`config.mk`:
```
export PLATFORM = sky130hd
export DESIGN_NAME = ppas_port
export DESIGN_NICKNAME = d
export VERILOG_FILES = /design/src/hw/ppas_pin_sync.v /design/src/hw/ppas_port.v
export VERILOG_INCLUDE_DIRS = /design/src /design/src/common
export SDC_FILE = /design/constraint.sdc
export NUM_CORES = 1
export LEC_CHECK = 0
export CAP_MARGIN = 40
export CORE_MARGIN = 8
export CORE_UTILIZATION = 40
export DETAILED_ROUTE_END_ITERATION = 8
export DONT_BUFFER_PORTS = 1
export GPL_ROUTABILITY_DRIVEN = 0
export PLACE_DENSITY_LB_ADDON = 0.15
export SLEW_MARGIN = 20
export SYNTH_ARGS = -nofsm -noshare
export SYNTH_HDL_FRONTEND = slang
export SYNTH_SLANG_ARGS = --single-unit
```
`constraint.sdc`:
```
create_clock -name hclk -period 6.32 [get_ports hclk]
set_input_delay 1.264 -clock hclk [delete_from_list [all_inputs] [get_ports hclk]]
set_output_delay 1.264 -clock hclk [all_outputs]
set_load 0.05 [all_outputs]
```
`src/common/ppas_regs.vh`:
```
// register map, field positions and reset values of the parallel port block
`ifndef PPAS_REGS_VH
`define PPAS_REGS_VH

// word offsets on the register bus
`define PPAS_OFS_CTRL     8'h00
`define PPAS_OFS_ADDR     8'h04
`define PPAS_OFS_PINEN    8'h08
`define PPAS_OFS_STAT     8'h0C
`define PPAS_OFS_INBUF0   8'h10
`define PPAS_OFS_OUTBUF0  8'h20
`define PPAS_OFS_IRQSTAT  8'h30
`define PPAS_OFS_IRQMASK  8'h34

// control register fields
`define PPAS_CTRL_MODE_LO  8
`define PPAS_CTRL_INCREMENT_MODE_LO  11
`define PPAS_CTRL_INTERRUPT_REQUEST_MODE_LO  13
`define PPAS_CTRL_CSF_LO   6
`define PPAS_CTRL_AMUX_LO  3

// port mode codes
`define PPAS_MODE_LEGACY   2'b00
`define PPAS_MODE_ENH      2'b01
`define PPAS_MODE_MASTER2  2'b10
`define PPAS_MODE_MASTER1  2'b11

// chip select function, increment and interrupt mode codes
`define PPAS_CSF_CS1       2'b10
`define PPAS_INCREMENT_MODE_AUTO     2'b11
`define PPAS_INTERRUPT_REQUEST_MODE_CYCLE    2'b01
`define PPAS_INTERRUPT_REQUEST_MODE_BUF3     2'b10

// address and pin enable register fields
`define PPAS_LINE14_BIT    14
`define PPAS_ADDR_MASK     32'h0000_47FF

// status register fields
`define PPAS_ST_IBF        15
`define PPAS_ST_INPUT_OVERFLOW_FLAG       14
`define PPAS_ST_INPUT_BUFFER_N_FULL_LO    8
`define PPAS_ST_OBE        7
`define PPAS_ST_OUTPUT_UNDERFLOW_FLAG       6

// interrupt status bits
`define PPAS_IRQ_OVF       0
`define PPAS_IRQ_UNF       1
`define PPAS_IRQ_CYCLE     2
`define PPAS_IRQ_BUF3      3

// reset values
`define PPAS_RST_ZERO      32'h0000_0000
`define PPAS_RST_EMPTY     4'hF

`endif

```
`src/hw/ppas_pin_sync.v`:
```
// three-stage pin synchroniser, accepts a change when stages two and three agree
`timescale 1ns/1ps
module ppas_pin_sync #(
   parameter WIDTH = 13,
   parameter [WIDTH-1:0] INIT = {WIDTH{1'b1}}
) (
   input wire hclk,
   input wire hresetn,
   input wire [WIDTH-1:0] pin_in,
   output reg [WIDTH-1:0] pin_sync
);

reg [WIDTH-1:0] stage1;
reg [WIDTH-1:0] stage2;
reg [WIDTH-1:0] stage3;

// stage1 feeds stage2 only; the agreement test filters single-cycle glitches
always @(posedge hclk or negedge hresetn) begin
   if (!hresetn) begin
      stage1 <= INIT;
      stage2 <= INIT;
      stage3 <= INIT;
      pin_sync <= INIT;
   end else begin
      stage1 <= pin_in;
      stage2 <= stage1;
      stage3 <= stage2;
      pin_sync <= (stage2 & stage3) | (pin_sync & (stage2 ^ stage3));
   end
end

endmodule

```
`src/hw/ppas_port.v`:
```
// parallel port address, pad enable and slave buffer block on AHB-Lite
//
// What this block does
// - function 10 makes bit 14 chip select one
// - functions 00/01 make bit 14 address line
// - bits 10:0 hold the destination address
// - unused bits ignore writes, read zero
// - line 14 enable gives pad to port
// - enables 10:2 route pads to address lines
// - enables 1:0 give address bits only when amux is 00; latch strobes stay low
// - external strobes move buffer flags only in slave modes
// - all-full reads 1 when every input full
// - overflow set on write to full buffer
// - per-buffer full cleared by software read
// - all-empty reads 1 when outputs empty
// - underflow set on read of empty buffer
// - per-buffer empty cleared by software write
// - mode field selects slave or master variants
// - interrupt mode 10 fires on buffer 3
// - auto-increment pointers in legacy slave mode
`timescale 1ns/1ps
`include "ppas_regs.vh"
module ppas_port (
   input wire hclk,
   input wire hresetn,
   input wire hsel,
   input wire [31:0] haddr,
   input wire [1:0] htrans,
   input wire hwrite,
   input wire [2:0] hsize,
   input wire [31:0] hwdata,
   input wire hready,
   output reg hreadyout,
   output reg hresp,
   output reg [31:0] hrdata,
   input wire ext_cs_n,
   input wire ext_rd_n,
   input wire ext_wr_n,
   input wire [1:0] ext_addr,
   input wire [7:0] ext_data_in,
   output reg [7:0] ext_data_out,
   output reg ext_data_oe,
   output reg [10:0] port_address_lines,
   output reg address_line_14,
   output reg chip_select_pin_one,
   output reg address_latch_high,
   output reg address_latch_low,
   output reg [14:0] pad_port_owned,
   output reg irq
);

// picks the buffer of an external access: pins in enhanced, pointer with auto-increment, else buffer 0
function [1:0] ppas_buf_sel;
   input [1:0] mode;
   input [1:0] increment_mode;
   input [1:0] ptr;
   input [1:0] pin_addr;
   begin
      if (mode == `PPAS_MODE_ENH)
         ppas_buf_sel = pin_addr;
      else if (increment_mode == `PPAS_INCREMENT_MODE_AUTO)
         ppas_buf_sel = ptr;
      else
         ppas_buf_sel = 2'b00;
   end
endfunction

// software-visible registers and buffers, plus the internal buffer pointers
reg [31:0] ctrl;
reg [31:0] addr_reg;
reg [31:0] pin_en;
reg [3:0] irq_stat;
reg [3:0] irq_mask;
reg input_overflow_flag;
reg output_underflow_flag;
reg [3:0] input_buffer_n_full;
reg [3:0] output_buffer_n_empty;
reg [7:0] in_buf [0:3];
reg [7:0] out_buf [0:3];
reg [1:0] wr_ptr;
reg [1:0] rd_ptr;

// bus phase tracking
reg wr_pend;
reg rd_pend;
reg [7:0] bus_addr;

// synchronised pins and their previous values
wire [12:0] pins_sync;
reg rd_prev_n;
reg wr_prev_n;

wire [1:0] mode = ctrl[`PPAS_CTRL_MODE_LO+1:`PPAS_CTRL_MODE_LO];
wire [1:0] increment_mode = ctrl[`PPAS_CTRL_INCREMENT_MODE_LO+1:`PPAS_CTRL_INCREMENT_MODE_LO];
wire [1:0] interrupt_request_mode = ctrl[`PPAS_CTRL_INTERRUPT_REQUEST_MODE_LO+1:`PPAS_CTRL_INTERRUPT_REQUEST_MODE_LO];
wire [1:0] chip_select_function = ctrl[`PPAS_CTRL_CSF_LO+1:`PPAS_CTRL_CSF_LO];
wire [1:0] amux = ctrl[`PPAS_CTRL_AMUX_LO+1:`PPAS_CTRL_AMUX_LO];

ppas_pin_sync #(
   .WIDTH(13),
   .INIT(13'h1_F00)
) u_pin_sync (
   .hclk(hclk),
   .hresetn(hresetn),
   .pin_in({ext_cs_n, ext_rd_n, ext_wr_n, ext_addr, ext_data_in}),
   .pin_sync(pins_sync)
);

wire cs_s_n = pins_sync[12];
wire rd_s_n = pins_sync[11];
wire wr_s_n = pins_sync[10];
wire [1:0] addr_s = pins_sync[9:8];
wire [7:0] data_s = pins_sync[7:0];

// slave modes only: master codes ignore the external strobes
wire slave_mode = (mode == `PPAS_MODE_LEGACY) || (mode == `PPAS_MODE_ENH);
wire ext_wr_evt = slave_mode & ~cs_s_n & wr_prev_n & ~wr_s_n;
wire ext_rd_evt = slave_mode & ~cs_s_n & rd_prev_n & ~rd_s_n;
wire [1:0] wsel = ppas_buf_sel(mode, increment_mode, wr_ptr, addr_s);
wire [1:0] rsel = ppas_buf_sel(mode, increment_mode, rd_ptr, addr_s);

// overflow: write to an already full input buffer
wire ovf_evt = ext_wr_evt & input_buffer_n_full[wsel];
// underflow: read of an empty output buffer
wire unf_evt = ext_rd_evt & output_buffer_n_empty[rsel];

// buffer 3 access, or pins at 11 in enhanced mode
wire buf3_evt = (interrupt_request_mode == `PPAS_INTERRUPT_REQUEST_MODE_BUF3) &&
   (((mode == `PPAS_MODE_LEGACY) &&
     ((ext_wr_evt && wsel == 2'b11) || (ext_rd_evt && rsel == 2'b11))) ||
    ((mode == `PPAS_MODE_ENH) && (ext_wr_evt || ext_rd_evt) &&
     addr_s == 2'b11));
wire cycle_evt = (interrupt_request_mode == `PPAS_INTERRUPT_REQUEST_MODE_CYCLE) && (ext_wr_evt || ext_rd_evt);

// bus request decode
wire bus_req = hsel & hready & htrans[1];
wire rd_buf_hit = rd_pend && bus_addr[7:4] == 4'h1;
wire wr_buf_hit = wr_pend && bus_addr[7:4] == 4'h2;
wire [1:0] bus_idx = bus_addr[3:2];

// status word assembled from the live flags
wire [31:0] stat_word = {16'h0000,
   &input_buffer_n_full, input_overflow_flag, 2'b00, input_buffer_n_full,
   &output_buffer_n_empty, output_underflow_flag, 2'b00,
   output_buffer_n_empty};

// read mux; unimplemented bits come back as zero
reg [31:0] read_mux;
always @* begin
   read_mux = `PPAS_RST_ZERO;
   case (bus_addr)
      `PPAS_OFS_CTRL: read_mux = ctrl;
      `PPAS_OFS_ADDR: read_mux = addr_reg;
      `PPAS_OFS_PINEN: read_mux = pin_en;
      `PPAS_OFS_STAT: read_mux = stat_word;
      `PPAS_OFS_IRQSTAT: read_mux = {28'h000_0000, irq_stat};
      `PPAS_OFS_IRQMASK: read_mux = {28'h000_0000, irq_mask};
      default: begin
         if (bus_addr[7:4] == 4'h1)
            read_mux = {24'h00_0000, in_buf[bus_idx]};
         else if (bus_addr[7:4] == 4'h2)
            read_mux = {24'h00_0000, out_buf[bus_idx]};
         else
            read_mux = `PPAS_RST_ZERO;
      end
   endcase
end

// bus handshake: writes take no wait, reads take one wait state
always @(posedge hclk or negedge hresetn) begin
   if (!hresetn) begin
      hreadyout <= 1'b1;
      hresp <= 1'b0;
      hrdata <= `PPAS_RST_ZERO;
      wr_pend <= 1'b0;
      rd_pend <= 1'b0;
      bus_addr <= 8'h00;
   end else begin
      hresp <= 1'b0;
      if (rd_pend) begin
         hrdata <= read_mux;
         hreadyout <= 1'b1;
         rd_pend <= 1'b0;
         wr_pend <= 1'b0;
      end else if (bus_req) begin
         bus_addr <= {haddr[7:2], 2'b00};
         wr_pend <= hwrite;
         rd_pend <= ~hwrite;
         hreadyout <= hwrite;
      end else if (hready) begin
         wr_pend <= 1'b0;
      end
   end
end

// control, address and pin enable registers
always @(posedge hclk or negedge hresetn) begin
   if (!hresetn) begin
      ctrl <= `PPAS_RST_ZERO;
      addr_reg <= `PPAS_RST_ZERO;
      pin_en <= `PPAS_RST_ZERO;
      irq_mask <= 4'h0;
   end else if (wr_pend) begin
      case (bus_addr)
         `PPAS_OFS_CTRL: ctrl <= hwdata & 32'h0000_7BD8;
         // destination address; drops bits 31:15, 13:11
         `PPAS_OFS_ADDR: addr_reg <= hwdata & `PPAS_ADDR_MASK;
         // same mask on the pad enables
         `PPAS_OFS_PINEN: pin_en <= hwdata & `PPAS_ADDR_MASK;
         `PPAS_OFS_IRQMASK: irq_mask <= hwdata[3:0];
         default: irq_mask <= irq_mask;
      endcase
   end
end

// buffer storage: external writes fill inputs, software fills outputs
always @(posedge hclk) begin
   if (ext_wr_evt && !input_buffer_n_full[wsel])
      in_buf[wsel] <= data_s;
   if (wr_buf_hit)
      out_buf[bus_idx] <= hwdata[7:0];
end

// per-buffer flags; hardware set has the last word
always @(posedge hclk or negedge hresetn) begin
   if (!hresetn) begin
      input_buffer_n_full <= 4'h0;
      // every output buffer counts as empty after reset
      output_buffer_n_empty <= `PPAS_RST_EMPTY;
   end else begin
      // a software read of an input buffer clears its full flag
      if (rd_buf_hit)
         input_buffer_n_full[bus_idx] <= 1'b0;
      // a software write marks the output buffer loaded
      if (wr_buf_hit)
         output_buffer_n_empty[bus_idx] <= 1'b0;
      // set beats clear on the same buffer
      if (ext_wr_evt)
         input_buffer_n_full[wsel] <= 1'b1;
      // empty again only once the byte has been transmitted
      if (ext_rd_evt)
         output_buffer_n_empty[rsel] <= 1'b1;
   end
end

// sticky error flags, cleared by writing zero to the status register
always @(posedge hclk or negedge hresetn) begin
   if (!hresetn) begin
      input_overflow_flag <= 1'b0;
      output_underflow_flag <= 1'b0;
   end else begin
      // hardware set wins over a clearing write
      if (ovf_evt)
         input_overflow_flag <= 1'b1;
      else if (wr_pend && bus_addr == `PPAS_OFS_STAT && !hwdata[`PPAS_ST_INPUT_OVERFLOW_FLAG])
         input_overflow_flag <= 1'b0;
      if (unf_evt)
         output_underflow_flag <= 1'b1;
      else if (wr_pend && bus_addr == `PPAS_OFS_STAT && !hwdata[`PPAS_ST_OUTPUT_UNDERFLOW_FLAG])
         output_underflow_flag <= 1'b0;
   end
end

// legacy auto-increment walks the write pointer after each write, the read pointer after each read
always @(posedge hclk or negedge hresetn) begin
   if (!hresetn) begin
      wr_ptr <= 2'b00;
      rd_ptr <= 2'b00;
   end else if (mode == `PPAS_MODE_LEGACY && increment_mode == `PPAS_INCREMENT_MODE_AUTO) begin
      if (ext_wr_evt)
         wr_ptr <= wr_ptr + 2'b01;
      if (ext_rd_evt)
         rd_ptr <= rd_ptr + 2'b01;
   end else begin
      wr_ptr <= 2'b00;
      rd_ptr <= 2'b00;
   end
end

// external data bus: drive while the host strobes a read
always @(posedge hclk or negedge hresetn) begin
   if (!hresetn) begin
      rd_prev_n <= 1'b1;
      wr_prev_n <= 1'b1;
      ext_data_out <= 8'h00;
      ext_data_oe <= 1'b0;
   end else begin
      rd_prev_n <= rd_s_n;
      wr_prev_n <= wr_s_n;
      if (ext_rd_evt) begin
         // an empty buffer yields zero rather than stale data
         ext_data_out <= output_buffer_n_empty[rsel] ? 8'h00 : out_buf[rsel];
         ext_data_oe <= 1'b1;
      end else if (rd_s_n || cs_s_n) begin
         ext_data_oe <= 1'b0;
      end
   end
end

// interrupt status: sticky, cleared by reading, new events win
always @(posedge hclk or negedge hresetn) begin
   if (!hresetn) begin
      irq_stat <= 4'h0;
      irq <= 1'b0;
   end else begin
      irq_stat <= (irq_stat &
         ~((rd_pend && bus_addr == `PPAS_OFS_IRQSTAT) ? 4'hF : 4'h0)) |
         {buf3_evt, cycle_evt, unf_evt, ovf_evt};
      irq <= |(irq_stat & irq_mask);
   end
end

// pad ownership and address pins, all registered
always @(posedge hclk or negedge hresetn) begin
   if (!hresetn) begin
      port_address_lines <= 11'h000;
      address_line_14 <= 1'b0;
      chip_select_pin_one <= 1'b0;
      address_latch_high <= 1'b0;
      address_latch_low <= 1'b0;
      pad_port_owned <= 15'h0000;
   end else begin
      // set enables hand pads to the port
      pad_port_owned <= pin_en[14:0];
      // lines 10:2 carry the address when enabled
      port_address_lines[10:2] <= addr_reg[10:2] & pin_en[10:2];
      // without multiplexing the low pads carry address bits
      port_address_lines[1:0] <= (amux == 2'b00) ?
         (addr_reg[1:0] & pin_en[1:0]) : 2'b00;
      // latch strobes are held low in every mode; nothing pulses them
      address_latch_high <= 1'b0;
      address_latch_low <= 1'b0;
      // function 10: bit 14 is chip select one
      chip_select_pin_one <= pin_en[`PPAS_LINE14_BIT] &&
         chip_select_function == `PPAS_CSF_CS1 && addr_reg[`PPAS_LINE14_BIT];
      // functions 00 and 01: bit 14 is an address line
      address_line_14 <= pin_en[`PPAS_LINE14_BIT] && !chip_select_function[1] &&
         addr_reg[`PPAS_LINE14_BIT];
   end
end

endmodule

```
==> results.toml, run 1 <==
[sta]
setup_viol = 0
fin_setup_tns_ns = 0
post-route-period-util_pct = 43.1
rsz0062_at_grt = "no"
relSlewSlack_pct = 46.5
hold_viol = 0
fin_ws_ns = 3.59
slew_violations = 0
worstMarginPinSlew_ns = 0.800
fmax_ghz = 0.367
finalCriticalPeriod_ns = 2.73
holdWs_ns = 0.349
fin_skew_ns = 0.0149

[cts]
cts_tree = "yes"
cts_resized = 0
insertion_delay_ns = 0.51
cts_buffers = 25
htree_levels = 1
cts-root-buf = "clkbuf_16"
hold_buffers = 0
clock-sinks = 234
clockBufferDepth = 3
clkTransAtPathRegs_ns = 0.06
cts_setup_buffers = 0

[global_route]
first_global_vias = 5533
grt_pass1_wl_um = 32600
grt-ovfl-total = 0
grt_use_total_pct = 14.5
grt_max_degree = 171
antenna_found_initial = 0

[min_path]
hp-class = "flip-flop to flip-flop"
min_from = "u_pin_sync.stage1[1]"

[power_and_ir_drop]
peakVddDrop_v = 0.000232
p_leak_nw = 4.46
p_per_area_nw_per_um2 = 391
finalPower_mw = 4.19

[yosys]
synth.most_common_cell = "dfrtp_1"
synth.yosys.seq_area_share_pct = 64.8
yosys_warnings = 0
synthTopCellsByCount = "dfrtp_1 (143), edfxtp_1 (64), mux2_2 (51)"
yosysTopAreaCellShare_pct = 37.4
synth_top_cell_by_area = "dfrtp_1"
ys_ff_latch = 234
synthArstFlopShare_pct = 72.6
yosysUniqueCellTypes = 64
synthTopCellsByArea = "dfrtp_1 (37%), edfxtp_1 (20%), dfstp_2 (7.4%)"
synth_flop_cell = "dfrtp_1"
avgSynthCellArea_sq_um = 15.1
synth_enable_flop_cells = 64
synth_cells = 635
syn_area_sq_um = 9580

[placed_design]
place_hpwl_um = 14500
postPlaceCellArea_sq_um = 9860
pre_cts_ws_ns = 3.61
port_buffers = 0
place_inst = 941

[critical_path]
startpoint_type = "flip-flop"
worst-setup-path-type = "flip-flop to flip-flop"
startpoint = "bus_addr[3]"
arrival_ns = 3.11
r2r_start = "bus_addr[3]"
critPathMaxFanout = 21
cp.required_ns = 6.71
end_kind = "flip-flop"

[layout]
final_cells = 987
final_cell_area_sq_um = 10700
fin_util_pct = 45.7
diodes = 0
drive_above_1_share_pct = 27.2
nets = 750
n_fill_cell = 2092
largestRegisters = "in_buf x32, out_buf x32, hrdata x16"
areaGrowthSynthToFinish_pct = 12.0
ff_latch_area_sq_um = 6210
multi_input_area_sq_um = 3040

[drt]
vias = 5222
routedWlPerCell_um = 21.3
drt_iter0_markers = 428
drc = 0
ant_nets = 0
firstDrtPassIters = 5
drt_wl_total_um = 21000
viasPerCell = 5.29

[floorplan]
core.rowCount = 56
initial_core_util_pct = 40.8
ios = 161
die_width_um = 171
dieArea_sq_um = 29100
die_y_um = 171
core-area_sq_um = 23500

[run_status]
status = "finished clean"

[job]
cap_violations = 0
kinds of logic after synthesis:
| kind of cell | share of synthesized area (%) |
|---|---|
| simple gates | 7.37 |
| fa+ha+maj | 1.70 |
| compound gates | 8.00 |
| mux | 13.4 |
| buf+inv | 4.25 |
| other cells | 0.0392 |
| xor+xnor | 0.366 |
| flops | 64.8 |
per-layer routing:
layer,vias to the layer above,global-route usage [%],wire length [um]
met5,-,0,0
met3,36,4.63,1960
met2,184,23.3,10000
met4,0,4.12,411
li1,2323,-,-
met1,2679,18.7,8610
worst max-delay path: stages (launching register included):
cell and delay [ns]:
dfrtp_2 0.63, buf_4 0.35, nor2b_1 0.44, nand2_1 0.18, nor2_2 0.43, buf_8 0.21
mux2_2 0.34
cell type report:
class	count	area share [%]
Clock inverter	17	2.01
Tap cell	319	3.72
Multi-Input combinational cell	353	28.4
Timing Repair Buffer	13	1.24
Inverter	23	0.805
Sequential cell	234	57.9
Clock buffer	28	5.94
placed cells by master (no fill, tap or decap), types with 5 or more instances in the layout:
| master | count |
|---|---|
| inv_1 | 23 |
| nor2b_1 | 8 |
| conb_1 | 22 |
| nor2_1 | 19 |
| o21ai_2 | 8 |
| o22ai_1 | 8 |
| clkinv_2 | 5 |
| clkbuf_16 | 25 |
| ha_1 | 13 |
| nand4_1 | 5 |
| o22a_1 | 8 |
| dfrtp_1 | 141 |
| o21ai_0 | 13 |
| dfstp_2 | 27 |
| mux2i_1 | 24 |
| and2_1 | 10 |
| bufinv_16 | 5 |
| edfxtp_1 | 64 |
| a22oi_1 | 14 |
| buf_4 | 10 |
| nand2_1 | 36 |
| mux2_2 | 51 |
| a21o_1 | 15 |
| nand3_1 | 12 |
| mux4_2 | 21 |
power breakdown:
group | leakage [nW] | total [mW] | switching, mW | internal, mW
combinational | 1.41 | 0.509 | 0.262 | 0.247
sequential | 2.63 | 2.19 | 0.434 | 1.75
clock | 0.416 | 1.50 | 0.569 | 0.928
total | 4.46 | 4.19 | 1.27 | 2.93
path summary, 6_finish.rpt:
check / endpoint / slack (ns) / depth (start not counted)
max: addr_reg[2] / 3.59 / 6
min: u_pin_sync.stage2[1] / 0.35 / 0
max reg2reg: addr_reg[2] / 3.59 / 6
min reg2reg: u_pin_sync.stage2[1] / 0.35 / 0
max in group asynchronous: hreadyout / 5.55 / 0
min in group asynchronous: port_address_lines[2] / 0.45 / 0
No activity file was read; power rests on OpenSTA's default activity.
==> run 2, diff against run 1 <==
- clock period: 6.32 -> 2.3 ns (I/O delays scaled with it)
==> run 2 against run 1 <==
Net effect: the flow now finishes with violations (hold timing); critical endpoint is now hrdata[1]; utilization increased by 0.80 points; critical path depth did not move; combinational power rose to 2.9 times the previous value; largest power group unchanged; critical path type unchanged; sequential share of layout area is 1.0 points lower; clock-buffer cell count up 10; largest cell class unchanged; via count grew 2.6%.
==> results.toml, run 2 (same netlist as run 1, synthesis figures left out) <==
[power_and_ir_drop]
p_per_area_nw_per_um2 = 1030
p_sw_share_pct = 30.8
intPower_mw = 7.81
peakVddDrop_v = 0.000436
p_leak_nw = 4.56
p_switching_mw = 3.48
pwr-share-seq_pct = 53.3
pwr-share-clk_pct = 33.7
p_comb_share_pct = 13.0

[placed_design]
pre_cts_ws_ns = 0.210
place_hpwl_um = 14900
port_buffers = 0

[critical_path]
worstReg2RegEnd = "hrdata[1]"
end_kind = "flip-flop"
startpoint_type = "flip-flop"
r2r_start = "bus_addr[3]"
r2r.worst_path.cells = 6
regToRegSetupSlack_ns = 0.22
crit_path_max_incr_delay_ns = 0.54
critPathMaxFanout = 13
worst-setup-path-type = "flip-flop to flip-flop"
path_cells = "buf_12, nor2b_1, a21oi_1, nor3_4, o221ai_1, a31o_1"
crit_slowest_cell = "dfrtp_2"
arrival_ns = 2.49
cp.required_ns = 2.70

[global_route]
antenna_found_initial = 0
first_global_vias = 5515
grt-ovfl-total = 0
grt_pass1_wl_um = 33000
grt_use_total_pct = 14.8
grt_max_degree = 171

[cts]
cts-root-buf = "clkbuf_16"
clockBufferDepth = 3
clock-sinks = 234
insertion_delay_ns = 0.51
cts_tree = "yes"
cts_resized = 0
cts_buffers = 25
clkTransAtPathRegs_ns = 0.06
htree_levels = 1
hold_buffers = 14

[drt]
vias = 5356
drt_iter0_markers = 263
firstDrtPassIters = 5
highest_layer = "met4"
wl_met2_um = 10100
viasPerCell = 5.26
drc = 0
routed-wl-met3_um = 1590
drt_wl_total_um = 21200
wl_met1_um = 9100
routedWlPerCell_um = 20.8
ant_nets = 0

[floorplan]
ios = 161
dieArea_sq_um = 29100
core.rowCount = 56
die_y_um = 171
initial_core_util_pct = 40.8
core-area_sq_um = 23500
die_width_um = 171

[sta]
fin_skew_ns = 0.0102
fmax_ghz = 0.480
fin_setup_tns_ns = 0
hold_viol = 170
rsz0062_at_grt = "no"
setup_viol = 0
fin_ws_ns = 0.217
worstMarginPinSlew_ns = 0.594
slew_violations = 0
post-route-period-util_pct = 90.6
relSlewSlack_pct = 60.4
finalCriticalPeriod_ns = 2.08
holdWs_ns = -0.362

[run_status]
status = "complete, but fails checks"
violations = "hold timing"

[min_path]
hp-class = "primary input to async pin"

[layout]
n_fill_cell = 2084
mostFrequentLayoutCells = "dfrtp_1 (141), edfxtp_1 (64), mux2_2 (51)"
drive_above_1_share_pct = 27.7
nets = 782
layout_commonest_cell = "dfrtp_1"
diodes = 0
largestRegisters = "in_buf x32, out_buf x32, hrdata x16"
areaGrowthSynthToFinish_pct = 13.9

[job]
cap_violations = 0
run 2: cell types whose count changed in the layout (fill, tap and decap cells not counted), moves of 2 or more:
cell | previous run | this run
clkinv_2 | 5 | 2
buf_12 | 0 | 2
clkbuf_8 | 0 | 2
buf_8 | 2 | 0
dlygate4sd3_1 | 0 | 14
clkinv_4 | 2 | 0
buf_4 | 10 | 29
bufinv_16 | 5 | 1
clkinv_1 | 4 | 2
clkbuf_1 | 3 | 10
run 2: final cells by class:
| cell class | instances | area (sq um) | area share [%] |
|---|---|---|---|
| sequential | 234 | 6210 | 56.9 |
| multi-input combinational | 353 | 3040 | 27.9 |
| clock buffer | 38 | 716 | 6.56 |
| tap | 319 | 399 | 3.66 |
| timing repair buffer | 45 | 398 | 3.65 |
| inverter | 23 | 86.3 | 0.791 |
| clock inverter | 7 | 61.3 | 0.562 |
run 2: what timing repair did:
action | CTS | global route
endpoints found under the hold margin | 184 | 170
endpoints found under the setup margin | 0 | 0
setup buffers | 0 | 0
run 2: metal layers:
metal | vias to the layer above | track usage (%)
met5 | - | 0
met4 | 0 | 3.97
met3 | 33 | 3.96
met2 | 141 | 24.0
met1 | 2793 | 19.5
li1 | 2389 | -
run 2: power groups by stage:
stage,Combinational [mW],Clock (mW),Sequential [mW]
finish,1.47,3.80,6.02
floorplan,1.27,0,5.83
global placement,1.43,0,6.09
detailed placement,1.46,0,6.11
CTS,1.48,3.92,6.04
global route,1.61,4.08,6.11
run 2: how the worst max path moves through the flow:
stage	start	endpoint	slack (ns)	cells after the start
global placement	bus_addr[2]	pin_en[6]	0.20	4
detailed placement	bus_addr[2]	pin_en[4]	0.21	4
global route	bus_addr[3]	addr_reg[6]	0.09	7
CTS	bus_addr[2]	pin_en[7]	0.18	4
finish	bus_addr[3]	hrdata[1]	0.22	6
floorplan	ctrl[9]	in_buf[1][0]	0.12	4
run 2: critical path: cells and delay by family, from the launching register on:
kind | cells | cell delay, ns
AO/OA/AOI/OAI | 3 | 0.68
buffers and inverters | 1 | 0.22
flip-flops | 1 | 0.54
AND/OR/NAND/NOR | 2 | 0.51
run 2: stage by stage:
stage	util, %	power (mW)	area [sq um]	std cells	hold slack, ns
2_1_floorplan	-	7.11	9660	656	0.164
3_3_place_gp	42.6	7.52	9990	960	0.171
3_5_place_dp	42.6	7.57	9990	960	0.172
4_1_cts	46.5	11.4	10900	1019	-0.374
5_1_grt	46.5	11.8	10900	1019	-0.387
6_report	46.5	11.3	10900	1019	-0.362
==> run 3, diff against run 2 <==
- ABC_AREA: not set -> 1
==> run 3 against run 2 <==
Net effect: sequential power fell by 14%; flip-flop and latch count is the same; clock-buffer cell count up 1; global-route usage up 0.95 points; worst setup slack improved by 0.12 ns; clock power up 11%; combinational power shrank 38%; wire length up 9.8%; hold slack worse by 0.0037 ns; die area is 1.2% higher; the run still ends with hold timing left; utilization rose by 0.32 points; area after synthesis up 1.3%.
==> results.toml, run 3 <==
[run_status]
status = "complete, but fails checks"
violations = "hold timing"

[sta]
fin_setup_tns_ns = 0
finalCriticalPeriod_ns = 1.97
slew_violations = 0
fin_skew_ns = 0.0107
post-route-period-util_pct = 85.5
worstMarginPinSlew_ns = 0.630
hold_viol = 170
relSlewSlack_pct = 58.0
setup_viol = 0
rsz0062_at_grt = "no"
fmax_ghz = 0.508
holdWs_ns = -0.365

[placed_design]
place_hpwl_um = 16100
postPlaceCellArea_sq_um = 10200
port_buffers = 0

[layout]
layout_commonest_cell = "nand2_1"
mostFrequentLayoutCells = "nand2_1 (354), dfrtp_1 (143), edfxtp_1 (64)"
areaGrowthSynthToFinish_pct = 16.0
ff_latch_area_sq_um = 6210
n_fill_cell = 2289
nets = 1127
drive_above_1_share_pct = 13.5
largestRegisters = "in_buf x32, out_buf x32, hrdata x16"
multi_input_area_sq_um = 3000
final_cell_area_sq_um = 11200
diodes = 0

[power_and_ir_drop]
peakVddDrop_v = 0.000523
p_per_area_nw_per_um2 = 914
p_leak_nw = 5.29
finalPower_mw = 10.3
intPower_mw = 7.48
p_switching_mw = 2.81
pwr-share-clk_pct = 41.0
p_comb_share_pct = 8.9
pwr-share-seq_pct = 50.1
p_sw_share_pct = 27.3

[yosys]
synth_enable_flop_cells = 64
syn_area_sq_um = 9700
synthArstFlopShare_pct = 72.6
synth.most_common_cell = "nand2_1"
synth_cells = 975
avgSynthCellArea_sq_um = 9.95
synth_top_cell_by_area = "dfrtp_1"
yosysTopAreaCellShare_pct = 36.9
yosysUniqueCellTypes = 34
synth_flop_cell = "dfrtp_1"
yosys_warnings = 0
synthTopCellsByArea = "dfrtp_1 (37%), edfxtp_1 (20%), nand2_1 (14%)"
synthTopCellsByCount = "nand2_1 (354), dfrtp_1 (143), edfxtp_1 (64)"
synth.yosys.seq_area_share_pct = 64.0
ys_ff_latch = 234

[min_path]
hp-class = "primary input to async pin"

[drt]
routedWlPerCell_um = 17.0
drc = 0
ant_nets = 0
vias = 6596
drt_iter0_markers = 539
firstDrtPassIters = 5
drt_wl_total_um = 23300
viasPerCell = 4.81

[cts]
clock-sinks = 234
clkTransAtPathRegs_ns = 0.06
hold_buffers = 14
cts_buffers = 27
htree_levels = 1
cts_resized = 0
cts_tree = "yes"
cts-root-buf = "clkbuf_16"
insertion_delay_ns = 0.52
cts_setup_buffers = 0
clockBufferDepth = 3

[critical_path]
worst_path_most_repeated_cell = "nand2_1"
crit_path_max_incr_delay_ns = 0.51
cp.required_ns = 2.70
startpoint_type = "flip-flop"
end_kind = "flip-flop"
arrival_ns = 2.36
critPathBufInv = 1
critPathMaxFanout = 24
crit_slowest_cell = "nor2_2"
critPathTopFamily = "simple AND/OR/NAND/NOR gates"
regToRegSetupSlack_ns = 0.33
worst-setup-path-type = "flip-flop to flip-flop"
path_cells = "nor2_4, nand2_2, nor2_2, nand2_1, buf_12, nand2_1, o21ai_0"

[global_route]
grt_use_total_pct = 15.8
grt-ovfl-total = 0
antenna_found_initial = 0
grt_pass1_wl_um = 36400
first_global_vias = 6484
grt_max_degree = 171

[job]
cap_violations = 0

[floorplan]
ios = 161
die_width_um = 172
core-area_sq_um = 24000
initial_core_util_pct = 40.4
core.rowCount = 57
die_y_um = 172
dieArea_sq_um = 29500
==> run 3: per-stage QoR <==
step	hold WS [ns]	setup slack [ns]	std cells	utilization (%)
after CTS	-0.385	0.316	1371	46.8
after global routing	-0.388	0.142	1371	46.8
after floorplan	0.164	0.382	996	-
after detailed placement	0.173	0.328	1308	42.5
after global placement	0.175	0.363	1308	42.5
final	-0.365	0.333	1371	46.8
==> run 3: cells by family after synthesis <==
family                     count (synthesis)  synth area share, %
adders and majority gates                 13                 1.68
muxes                                      4                0.464
AOI/OAI and AO/OA                         93                 5.49
DFF                                      234                 64.0
and+or+nand+nor                          510                 22.4
other                                      1               0.0387
buffers and inverters                    120                 5.87
==> run 3: cell type report <==
class                      instances  area share (%)
sequential                       234            55.2
timing repair buffer              53            4.18
multi-input combinational        642            26.7
inverter                          69            2.30
tap                              324            3.60
clock inverter                    10           0.734
clock buffer                      39            7.31
==> run 3: path summary, 6_finish.rpt <==
kind	to	cells after the start	start
max	pin_en[8]	7	bus_addr[4]
min	port_address_lines[2]	0	hresetn
max reg2reg	pin_en[8]	7	bus_addr[4]
min reg2reg	u_pin_sync.stage2[5]	0	u_pin_sync.stage1[5]
max in group asynchronous	u_pin_sync.pin_sync[9]	0	hresetn
min in group hclk	out_buf[0][5]	0	hwdata[5]
==> run 3: per-layer routing <==
| metal | track usage, % | routed length (um) | up-vias |
|---|---|---|---|
| li1 | - | - | 3234 |
| met1 | 20.6 | 10300 | 3118 |
| met2 | 25.4 | 10600 | 199 |
| met3 | 3.90 | 1770 | 45 |
| met4 | 5.21 | 637 | 0 |
| met5 | 0 | 0 | - |
==> run 3: worst register-to-register path: stages (launching register included) <==
cell and delay, ns:
dfrtp_1 0.45, nor2_4 0.19, nand2_2 0.14, nor2_2 0.52, nand2_1 0.19, buf_12 0.21
nand2_1 0.06, o21ai_0 0.08
==> run 3: power by group through the flow <==
| stage | registers, mW | logic [mW] | clock network [mW] |
|---|---|---|---|
| 2_1_floorplan | 5.16 | 0.672 | 0 |
| 3_3_place_gp | 5.24 | 0.883 | 0 |
| 3_5_place_dp | 5.24 | 0.893 | 0 |
| 4_1_cts | 5.16 | 0.918 | 4.33 |
| 5_1_grt | 5.20 | 1.03 | 4.51 |
| 6_report | 5.16 | 0.917 | 4.21 |
